==> src/pkg/pelf_pkg.sv <==
// pelf_pkg: register map, field layout and mode codes of the port e low
// pin function select block.
// assumes: 32-bit apb slave, one aligned word per register.
package pelf_pkg;
    // ------------------------------------------------------------
    // register map
    // ------------------------------------------------------------
    localparam logic [7:0] CTRL_1_OFS = 8'h00; // pins 11 to 8
    localparam logic [7:0] CTRL_2_OFS = 8'h04; // pins 7 to 0
    localparam logic [7:0] STAT_OFS = 8'h08; // effective modes
    localparam logic [15:0] CTRL_1_RST = 16'h0000;
    localparam logic [15:0] CTRL_2_RST = 16'h0000;
    localparam logic [15:0] CTRL_1_MASK = 16'h00FF; // upper pins absent
    // ------------------------------------------------------------
    // field layout
    // ------------------------------------------------------------
    localparam int FIELD_W = 2; // width of one mode field
    localparam int PIN_N = 12; // pins handled
    localparam int PINS_PER_REG = 8; // fields in a 16-bit register
    // ------------------------------------------------------------
    // mode codes
    // ------------------------------------------------------------
    localparam logic [1:0] MODE_PORT = 2'h0;
    localparam logic [1:0] MODE_TIMER = 2'h1;
    localparam logic [1:0] MODE_ALT2 = 2'h2;
    localparam logic [1:0] MODE_ALT3 = 2'h3;
    // ------------------------------------------------------------
    // bus answer states
    // ------------------------------------------------------------
    typedef enum logic [1:0] {
        PELF_IDLE = 2'b00,
        PELF_DONE = 2'b01
    } pelf_bus_e;
endpackage

==> src/core/pelf_top.sv <==
// pelf_top: pin function select for port e pins 11 to 0, apb registers.
// assumes: peripherals and pins synchronous to clk_i; the pad ring
// resolves each pin from its output and enable.
`timescale 1ns/1ps
module pelf_top (
    input wire logic clk_i,
    input wire logic rst_b_i,
    input wire logic clk_en_i,
    // apb slave
    input wire logic psel_i,
    input wire logic penable_i,
    input wire logic pwrite_i,
    input wire logic [7:0] paddr_i,
    input wire logic [31:0] pwdata_i,
    output logic [31:0] prdata_o,
    output logic pready_o,
    output logic pslverr_o,
    // variant and debug strap
    input wire logic flash_variant_i,
    input wire logic debug_mode_pin_i,
    // pins
    input wire logic [11:0] port_pin_in_i,
    output logic [11:0] port_pin_out_o,
    output logic [11:0] port_pin_oe_o,
    // general port
    input wire logic [11:0] gport_out_i,
    input wire logic [11:0] gport_oe_i,
    output logic [11:0] gport_in_o,
    // timer channels, pin order 11..0: 3d 3c 3b 3a 2b 2a 1b 1a 0d 0c 0b 0a
    input wire logic [11:0] timer_out_i,
    input wire logic [11:0] timer_oe_i,
    output logic [11:0] timer_in_o,
    // serial units
    output logic serial3_receive_o,
    input wire logic serial3_transmit_i,
    input wire logic serial3_clock_out_i,
    input wire logic serial3_clock_oe_i,
    output logic serial3_clock_in_o,
    output logic serial2_receive_o,
    input wire logic serial2_transmit_i,
    input wire logic serial2_clock_out_i,
    input wire logic serial2_clock_oe_i,
    output logic serial2_clock_in_o,
    // dma
    input wire logic dma1_acknowledge_i,
    input wire logic dma0_acknowledge_i,
    output logic dma1_request_o,
    output logic dma0_request_o,
    // trace unit
    input wire logic [3:0] trace_data_out_i,
    input wire logic [3:0] trace_data_oe_i,
    output logic [3:0] trace_data_in_o,
    output logic trace_reset_o,
    output logic trace_mode_sel_o,
    input wire logic trace_clock_out_i,
    input wire logic trace_clock_oe_i,
    output logic trace_clock_in_o,
    // boundary scan
    input wire logic scan_tdo_i,
    output logic scan_tdi_o,
    output logic scan_trst_o,
    output logic scan_tms_o
);
    // ------------------------------------------------------------
    // registers
    // ------------------------------------------------------------
    logic [15:0] ctrl1_q, ctrl1_d; // pins 11..8 modes
    logic [15:0] ctrl2_q, ctrl2_d; // pins 7..0 modes
    logic [31:0] rdata_q, rdata_d;
    logic ready_q, ready_d;
    logic err_q, err_d;
    pelf_pkg::pelf_bus_e bus_q, bus_d;
    logic dbg_q, dbg_d; // registered debug mode
    logic [23:0] eff_mode; // 2 bits per pin; pins 7..0 (bits 15..0) read by the status word

    // mode field of pin n from the two control words
    function automatic logic [1:0] pin_mode(input logic [15:0] c1,
                                            input logic [15:0] c2,
                                            input int n);
        logic [1:0] m;
        m = 2'h0;
        if (n >= pelf_pkg::PINS_PER_REG) begin
            m = c1[(n - pelf_pkg::PINS_PER_REG) * pelf_pkg::FIELD_W +: 2];
        end else begin
            m = c2[n * pelf_pkg::FIELD_W +: 2];
        end
        return m;
    endfunction

    // ------------------------------------------------------------
    // apb slave
    // ------------------------------------------------------------
    // one-wait answer: setup, access, pready registered high in the cycle after the first access cycle
    logic access;
    assign access = psel_i && penable_i && (bus_q == pelf_pkg::PELF_IDLE);
    always_comb begin
        ctrl1_d = ctrl1_q;
        ctrl2_d = ctrl2_q;
        rdata_d = rdata_q;
        ready_d = 1'b0;
        err_d = 1'b0;
        bus_d = pelf_pkg::PELF_IDLE;
        dbg_d = debug_mode_pin_i;
        if (access) begin
            ready_d = 1'b1;
            bus_d = pelf_pkg::PELF_DONE;
            rdata_d = 32'h0000_0000;
            if (paddr_i == pelf_pkg::CTRL_1_OFS) begin
                if (pwrite_i) begin
                    ctrl1_d = pwdata_i[15:0] & pelf_pkg::CTRL_1_MASK;
                end else begin
                    rdata_d = {16'h0000, ctrl1_q};
                end
            end else if (paddr_i == pelf_pkg::CTRL_2_OFS) begin
                if (pwrite_i) begin
                    ctrl2_d = pwdata_i[15:0];
                end else begin
                    rdata_d = {16'h0000, ctrl2_q};
                end
            end else if (paddr_i == pelf_pkg::STAT_OFS) begin
                // effective modes of pins 7..0 plus debug state, read only
                rdata_d = {15'h0000, dbg_q, eff_mode[15:0]};
                err_d = pwrite_i;
            end else begin
                err_d = 1'b1; // unmapped
            end
        end
    end
    always_ff @(posedge clk_i) begin
        if (!rst_b_i) begin
            ctrl1_q <= pelf_pkg::CTRL_1_RST;
            ctrl2_q <= pelf_pkg::CTRL_2_RST;
            rdata_q <= 32'h0000_0000;
            ready_q <= 1'b0;
            err_q <= 1'b0;
            bus_q <= pelf_pkg::PELF_IDLE;
            dbg_q <= 1'b0;
        end else if (clk_en_i) begin
            ctrl1_q <= ctrl1_d;
            ctrl2_q <= ctrl2_d;
            rdata_q <= rdata_d;
            ready_q <= ready_d;
            err_q <= err_d;
            bus_q <= bus_d;
            dbg_q <= dbg_d;
        end
    end
    assign prdata_o = rdata_q;
    assign pready_o = ready_q;
    assign pslverr_o = err_q;

    // ------------------------------------------------------------
    // per pin choice tables
    // ------------------------------------------------------------
    logic [3:0] c_out [12];
    logic [3:0] c_oe [12];
    logic [3:0] c_in [12];
    logic [11:0] p_out, p_oe;
    logic [11:0] pin_out_q, pin_oe_q;
    logic scan_force;
    assign scan_force = dbg_q && flash_variant_i;

    // code 3 on pins 6..0 selects trace only on flash
    always_comb begin
        for (int n = 0; n < pelf_pkg::PIN_N; n++) begin
            c_out[n][0] = gport_out_i[n];
            c_oe[n][0] = gport_oe_i[n];
            c_out[n][1] = timer_out_i[n];
            c_oe[n][1] = timer_oe_i[n];
            c_out[n][3:2] = 2'b00;
            c_oe[n][3:2] = 2'b00;
        end
        c_out[10][2] = serial2_transmit_i;
        c_oe[10][2] = 1'b1;
        c_out[9][3] = serial3_clock_out_i;
        c_oe[9][3] = serial3_clock_oe_i;
        c_out[8][2] = serial2_clock_out_i;
        c_oe[8][2] = serial2_clock_oe_i;
        c_out[6][2] = serial3_clock_out_i;
        c_oe[6][2] = serial3_clock_oe_i;
        c_out[5][2] = serial3_transmit_i;
        c_oe[5][2] = 1'b1;
        c_out[3][2] = dma1_acknowledge_i;
        c_oe[3][2] = 1'b1;
        c_out[1][2] = dma0_acknowledge_i;
        c_oe[1][2] = 1'b1;
        for (int n = 3; n <= 6; n++) begin
            c_out[n][3] = trace_data_out_i[6 - n] & flash_variant_i;
            c_oe[n][3] = trace_data_oe_i[6 - n] & flash_variant_i;
        end
        c_out[0][3] = trace_clock_out_i & flash_variant_i;
        c_oe[0][3] = trace_clock_oe_i & flash_variant_i;
    end

    // one cell per pin; debug mode on flash parts overrides pins 11..8
    genvar g;
    generate
        for (g = 0; g < pelf_pkg::PIN_N; g++) begin : g_pin
            logic [1:0] m;
            assign m = pin_mode(ctrl1_q, ctrl2_q, g);
            assign eff_mode[g * 2 +: 2] = m;
            pelf_pin_cell u_cell (
                .mode_i(m),
                .alt_out_i(c_out[g]),
                .alt_oe_i(c_oe[g]),
                .pin_in_i(port_pin_in_i[g]),
                .alt_in_o(c_in[g]),
                .pin_out_o(p_out[g]),
                .pin_oe_o(p_oe[g])
            );
        end
    endgenerate

    // ------------------------------------------------------------
    // input routing
    // ------------------------------------------------------------
    // shared inputs combine: serial receive and clock or, dma and trace
    // reset/clock and, as when one function sits on several pins
    logic [11:0] gin_d, tin_d;
    logic s3rx_d, s3ck_d, s2rx_d, s2ck_d, d1rq_d, d0rq_d;
    logic [3:0] trd_d;
    logic trst_d, trmd_d, trck_d, tdi_d, trs_d, tms_d;
    always_comb begin
        for (int n = 0; n < pelf_pkg::PIN_N; n++) begin
            gin_d[n] = c_in[n][0];
            tin_d[n] = c_in[n][1];
        end
        s3rx_d = (!scan_force && c_in[11][3]) ||
                 c_in[4][2];
        s3ck_d = (!scan_force && c_in[9][3]) || c_in[6][2];
        s2rx_d = c_in[7][2];
        s2ck_d = !scan_force && c_in[8][2];
        d1rq_d = (eff_mode[5:4] == pelf_pkg::MODE_ALT2) ?
                 port_pin_in_i[2] : 1'b1;
        d0rq_d = (eff_mode[1:0] == pelf_pkg::MODE_ALT2) ?
                 port_pin_in_i[0] : 1'b1;
        for (int n = 3; n <= 6; n++) begin
            trd_d[6 - n] = c_in[n][3] & flash_variant_i;
        end
        trst_d = !flash_variant_i ||
                 (eff_mode[5:4] != pelf_pkg::MODE_ALT3) ||
                 port_pin_in_i[2];
        trmd_d = flash_variant_i && c_in[1][3];
        trck_d = !flash_variant_i ||
                 (eff_mode[1:0] != pelf_pkg::MODE_ALT3) ||
                 port_pin_in_i[0];
        tdi_d = scan_force ? port_pin_in_i[10] : 1'b1;
        trs_d = scan_force ? port_pin_in_i[9] : 1'b1;
        tms_d = scan_force ? port_pin_in_i[8] : 1'b1;
        if (scan_force) begin
            gin_d[11:8] = 4'h0;
            tin_d[11:8] = 4'h0;
        end
    end

    // ------------------------------------------------------------
    // output registers
    // ------------------------------------------------------------
    always_ff @(posedge clk_i) begin
        if (!rst_b_i) begin
            pin_out_q <= 12'h000;
            pin_oe_q <= 12'h000;
            gport_in_o <= 12'h000;
            timer_in_o <= 12'h000;
            serial3_receive_o <= 1'b0;
            serial3_clock_in_o <= 1'b0;
            serial2_receive_o <= 1'b0;
            serial2_clock_in_o <= 1'b0;
            dma1_request_o <= 1'b1;
            dma0_request_o <= 1'b1;
            trace_data_in_o <= 4'h0;
            trace_reset_o <= 1'b1;
            trace_mode_sel_o <= 1'b0;
            trace_clock_in_o <= 1'b1;
            scan_tdi_o <= 1'b1;
            scan_trst_o <= 1'b1;
            scan_tms_o <= 1'b1;
        end else if (clk_en_i) begin
            pin_out_q <= p_out;
            pin_oe_q <= p_oe;
            if (scan_force) begin
                // pin 11 drives scan out, 10..8 are inputs
                pin_out_q[11:8] <= {scan_tdo_i, 3'b000};
                pin_oe_q[11:8] <= 4'b1000;
            end
            gport_in_o <= gin_d;
            timer_in_o <= tin_d;
            serial3_receive_o <= s3rx_d;
            serial3_clock_in_o <= s3ck_d;
            serial2_receive_o <= s2rx_d;
            serial2_clock_in_o <= s2ck_d;
            dma1_request_o <= d1rq_d;
            dma0_request_o <= d0rq_d;
            trace_data_in_o <= trd_d;
            trace_reset_o <= trst_d;
            trace_mode_sel_o <= trmd_d;
            trace_clock_in_o <= trck_d;
            scan_tdi_o <= tdi_d;
            scan_trst_o <= trs_d;
            scan_tms_o <= tms_d;
        end
    end
    assign port_pin_out_o = pin_out_q;
    assign port_pin_oe_o = pin_oe_q;

    // ------------------------------------------------------------
    // checks
    // ------------------------------------------------------------
    scan_tdo_drive_a: assert property (@(posedge clk_i) disable iff (!rst_b_i)
        clk_en_i && scan_force |=> port_pin_oe_o[11] && !port_pin_oe_o[10]
        && port_pin_out_o[11] == $past(scan_tdo_i))
        else $error("scan pin 11 not driven");
    pin0_timer_a: assert property (@(posedge clk_i) disable iff (!rst_b_i)
        clk_en_i && ctrl2_q[1:0] == pelf_pkg::MODE_TIMER |=>
        port_pin_out_o[0] == $past(timer_out_i[0]))
        else $error("pin 0 timer output lost");
    pin10_serial_a: assert property (@(posedge clk_i) disable iff (!rst_b_i)
        clk_en_i && !scan_force && ctrl1_q[5:4] == pelf_pkg::MODE_ALT2 |=>
        port_pin_oe_o[10] && port_pin_out_o[10] == $past(serial2_transmit_i))
        else $error("pin 10 serial2 transmit lost");
    pin3_dma_a: assert property (@(posedge clk_i) disable iff (!rst_b_i)
        clk_en_i && ctrl2_q[7:6] == pelf_pkg::MODE_ALT2 |=>
        port_pin_out_o[3] == $past(dma1_acknowledge_i))
        else $error("pin 3 dma ack lost");
    pin7_rx_a: assert property (@(posedge clk_i) disable iff (!rst_b_i)
        clk_en_i && ctrl2_q[15:14] == pelf_pkg::MODE_ALT2 |=>
        serial2_receive_o == $past(port_pin_in_i[7]))
        else $error("pin 7 receive lost");
    port_mode_a: assert property (@(posedge clk_i) disable iff (!rst_b_i)
        clk_en_i && ctrl2_q[9:8] == pelf_pkg::MODE_PORT |=>
        gport_in_o[4] == $past(port_pin_in_i[4])
        && port_pin_oe_o[4] == $past(gport_oe_i[4]))
        else $error("pin 4 port path lost");
    pin5_trace_a: assert property (@(posedge clk_i) disable iff (!rst_b_i)
        clk_en_i && ctrl2_q[11:10] == pelf_pkg::MODE_ALT3 |=>
        port_pin_oe_o[5] == $past(trace_data_oe_i[1] & flash_variant_i))
        else $error("pin 5 trace enable wrong");
    apb_answer_a: assert property (@(posedge clk_i) disable iff (!rst_b_i)
        clk_en_i && access |=> pready_o)
        else $error("apb access not answered");
endmodule

==> src/core/pelf_pin_cell.sv <==
// pelf_pin_cell: routes one pin among port, timer and two alternates.
// assumes: peripheral signals given as in/out/enable triples per choice.
`timescale 1ns/1ps
module pelf_pin_cell (
    input wire logic [1:0] mode_i, // effective mode code
    input wire logic [3:0] alt_out_i, // output per code
    input wire logic [3:0] alt_oe_i, // output enable per code
    input wire logic pin_in_i, // pin level
    output logic [3:0] alt_in_o, // pin level gated per code
    output logic pin_out_o, // selected output
    output logic pin_oe_o // selected enable
);
    // ------------------------------------------------------------
    // selection
    // ------------------------------------------------------------
    // pick the source for the chosen code; unselected inputs read 0
    always_comb begin
        alt_in_o = 4'h0;
        alt_in_o[mode_i] = pin_in_i;
        pin_out_o = alt_out_i[mode_i];
        pin_oe_o = alt_oe_i[mode_i];
    end
endmodule

==> config.mk <==
export PLATFORM = sky130hd
export DESIGN_NAME = pelf_top
export DESIGN_NICKNAME = d
export VERILOG_FILES = /design/src/pkg/pelf_pkg.sv /design/src/core/pelf_top.sv /design/src/core/pelf_pin_cell.sv
export SDC_FILE = /design/constraint.sdc
export NUM_CORES = 1
export LEC_CHECK = 0
export BUFFER_PORTS_ARGS = -buffer_cell sky130_fd_sc_hd__buf_2
export CORE_MARGIN = 8
export CORE_UTILIZATION = 42
export DETAILED_ROUTE_END_ITERATION = 6
export PLACE_DENSITY = 0.76
export SYNTH_ARGS = -nofsm -noshare
export SYNTH_HDL_FRONTEND = slang
export SYNTH_SLANG_ARGS = --single-unit
==> constraint.sdc <==
create_clock -name clk_i -period 2 [get_ports clk_i]
set_input_delay 0.4 -clock clk_i [delete_from_list [all_inputs] [get_ports clk_i]]
set_output_delay 0.4 -clock clk_i [all_outputs]
set_load 0.005 [all_outputs]
==> flow_summary.json <==
{
  "layout-drive-gt1-share_pct": 33.1,
  "drtIter0Drc": 335,
  "final_cell_mix": "193 x buf_2, 108 x dfxtp_1, 68 x nor2_1",
  "setup_viol": 0,
  "clk_path_buf_depth": 2,
  "synth-compound-area-share_pct": 15.6,
  "first_global_vias": 4881,
  "synth_seq_cells": 108,
  "async_reset_ff_share_pct": 0,
  "avgViaCountPerCell": 5.46,
  "io_pins": 225,
  "multi_input_area_um2": 2340,
  "postCtsSetupBuffers": 0,
  "irDropWorstVdd_uv": 362,
  "synth_top_area_share_pct": 45.0,
  "cp_max_fo": 8,
  "area_growth_syn_to_layout_pct": 27.6,
  "clk_latency_ns": 0.34,
  "synth_top_family_by_area": "simple AND/OR/NAND/NOR gates",
  "via_count": 4805,
  "gp_congestion": 0.851,
  "cts_resized": 0,
  "path_class": "reg2reg",
  "cp.required_ns": 2.21,
  "die-area_um2": 15100,
  "cts_made_buffers": 9,
  "setup_slack_ns": 0.197,
  "fillers": 1055,
  "layout_commonest_cell": "buf_2",
  "rsz0062_at_grt": "no",
  "pre_cts_ws_ns": -0.101,
  "grt_antenna_before_repair": 0,
  "synth_top_cell_by_area": "dfxtp_1",
  "synthSimpleGateAreaFrac_pct": 23.2,
  "outcome": "completed",
  "syn_inst": 559,
  "max_cap_violations": 0,
  "clock_skew_ns": 0.00641,
  "core-area_um2": 11300,
  "cts.sinks": 108,
  "die_width_um": 123,
  "wl_per_cell_um": 18.4,
  "antenna_left": 0,
  "chipHeight_um": 123,
  "synth_area_leaders": "dfxtp_1 45%, mux2i_1 7.3%, nor2_1 5.3%",
  "floorplan.initialDensity_pct": 42.7,
  "htreeDepth": 3,
  "hold_viol_final": 0,
  "post-route-drc-count": 0,
  "rows": 39,
  "ys_warn_count": 0,
  "antenna_cells": 0,
  "synthAdderAreaFrac_pct": 0,
  "muxShareOfSynthArea_pct": 8.69,
  "r2r_slack_ns": 0.20,
  "period_minus_slack_ns": 1.80,
  "fin_nets": 859,
  "ctsHoldBuffers": 0,
  "synth.distinct_cells": 47,
  "cts_tree": "yes",
  "grt_pass1_wl_mm": 24.6,
  "io_buffers": 193,
  "clkTransAtPathRegs_ns": 0.07,
  "arrival_ns": 2.02,
  "track_usage_pct": 20.6,
  "clock.fmax_mhz": 555,
  "p_leak_nw": 2.68,
  "ys.flop_type": "dfxtp_1",
  "hold_class": "in2reg",
  "end_kind": "register",
  "tns_ns": 0,
  "drt_wl_total_mm": 16.2,
  "report.final.slew_viol_count": 0,
  "fin_crit_sh_pct": 90.1,
  "grt_max_degree": 47,
  "syn_avg_cell_area_um2": 8.60,
  "synthXorXnorAreaFrac_pct": 0,
  "first_pass_iters": 5,
  "seq_area_um2": 2160,
  "dpl.hpwl_mm": 12.2,
  "seq_area_frac_synth_pct": 45.0,
  "fin_util_pct": 54.4,
  "overflow": 0,
  "powerDensity_nw_per_um2": 714,
  "root_buffer": "clkbuf_16",
  "synth_edf_count": 0,
  "start_kind": "register",
  "syn_area_um2": 4810
}
cells in the mapped netlist (3+ instances only):
cell and instances:
dfxtp_1 108, nor2_1 68, a21oi_1 50, nand2_1 43
clkbuf_1 35, mux2i_1 35, nand3_1 28, o21ai_0 22
nand4b_1 16, buf_4 15, a22oi_1 12, buf_2 11
nand2b_1 11, a221oi_1 8, o2bb2ai_1 8, nand4_1 7
nor3_1 7, and2_1 6, inv_1 6, mux2_2 6
o21ai_1 6, nor4b_1 5, o211ai_1 5, nor2b_1 4
buf_1 3, nand3b_1 3, nor3b_1 3, or3_1 3
per-layer routing:
metal  vias up  GRT usage [%]  wire length (um)
met5         -              0                 0
met4         0           6.70               288
met3        25           5.62              1590
met2       228           35.8              7920
met1      2264           24.1              6430
li1       2288              -                 -
state kept, by name (all words and copies together), names as in the netlist, 4 cells and up:
signal,count
port_pin_out_o,12
port_pin_oe_o,12
ctrl1_q,8
gport_in_o,12
trace_data_in_o,4
prdata_o,17
timer_in_o,12
ctrl2_q,16
logic make-up (layout without fill, tap and decap cells):
kind of cell           count (synthesis)  in the layout
flip-flops                           108            108
other                                  1             15
AO/OA/AOI/OAI                        122            122
AND/OR/NAND/NOR                      214            214
buffers and inverters                 73            237
multiplexers                          41             41
worst max-delay path, cell delays in order (launching register included):
cell	delay (ns)
dfxtp_1	0.34
nand4b_1	0.32
or4_1	0.53
buf_4	0.21
mux2i_1	0.19
nor2_1	0.07
cell type report:
class | instances | area share (%)
multi-input combinational | 392 | 38.2
sequential | 108 | 35.2
timing repair buffer | 214 | 18.7
clock buffer | 10 | 3.73
tap | 143 | 2.92
clock inverter | 6 | 0.754
inverter | 7 | 0.428
where the power goes:
part | switching [mW] | internal [mW] | total, mW | leakage [nW]
sequential | 0.0285 | 2.20 | 2.23 | 0.879
clock | 0.833 | 0.860 | 1.69 | 0.135
combinational | 0.254 | 0.204 | 0.459 | 1.67
total | 1.12 | 3.27 | 4.38 | 2.68
worst paths after layout:
check | end | cells after the start | startpoint
setup / recovery | ctrl1_q[7]$_SDFFE_PN0P_ | 5 | bus_q[0]$_SDFFE_PN0P_
hold / removal | dbg_q$_SDFFE_PN0P_ | 3 | debug_mode_pin_i
hold reg to reg | prdata_o[10]$_SDFFE_PN0P_ | 2 | prdata_o[10]$_SDFFE_PN0P_
setup reg to reg | ctrl1_q[7]$_SDFFE_PN0P_ | 5 | bus_q[0]$_SDFFE_PN0P_
metrics by stage:
stage / total power, mW / instances / cell area, um2 / hold slack (ns)
floorplan: 2.50 / 573 / 4870 / 0.448
global placement: 2.72 / 864 / 5860 / 0.438
detailed placement: 2.74 / 864 / 5860 / 0.446
CTS: 4.41 / 880 / 6140 / 0.289
global route: 4.54 / 880 / 6140 / 0.303
finish: 4.38 / 880 / 6140 / 0.295
Power figures use the tool's default switching activity.
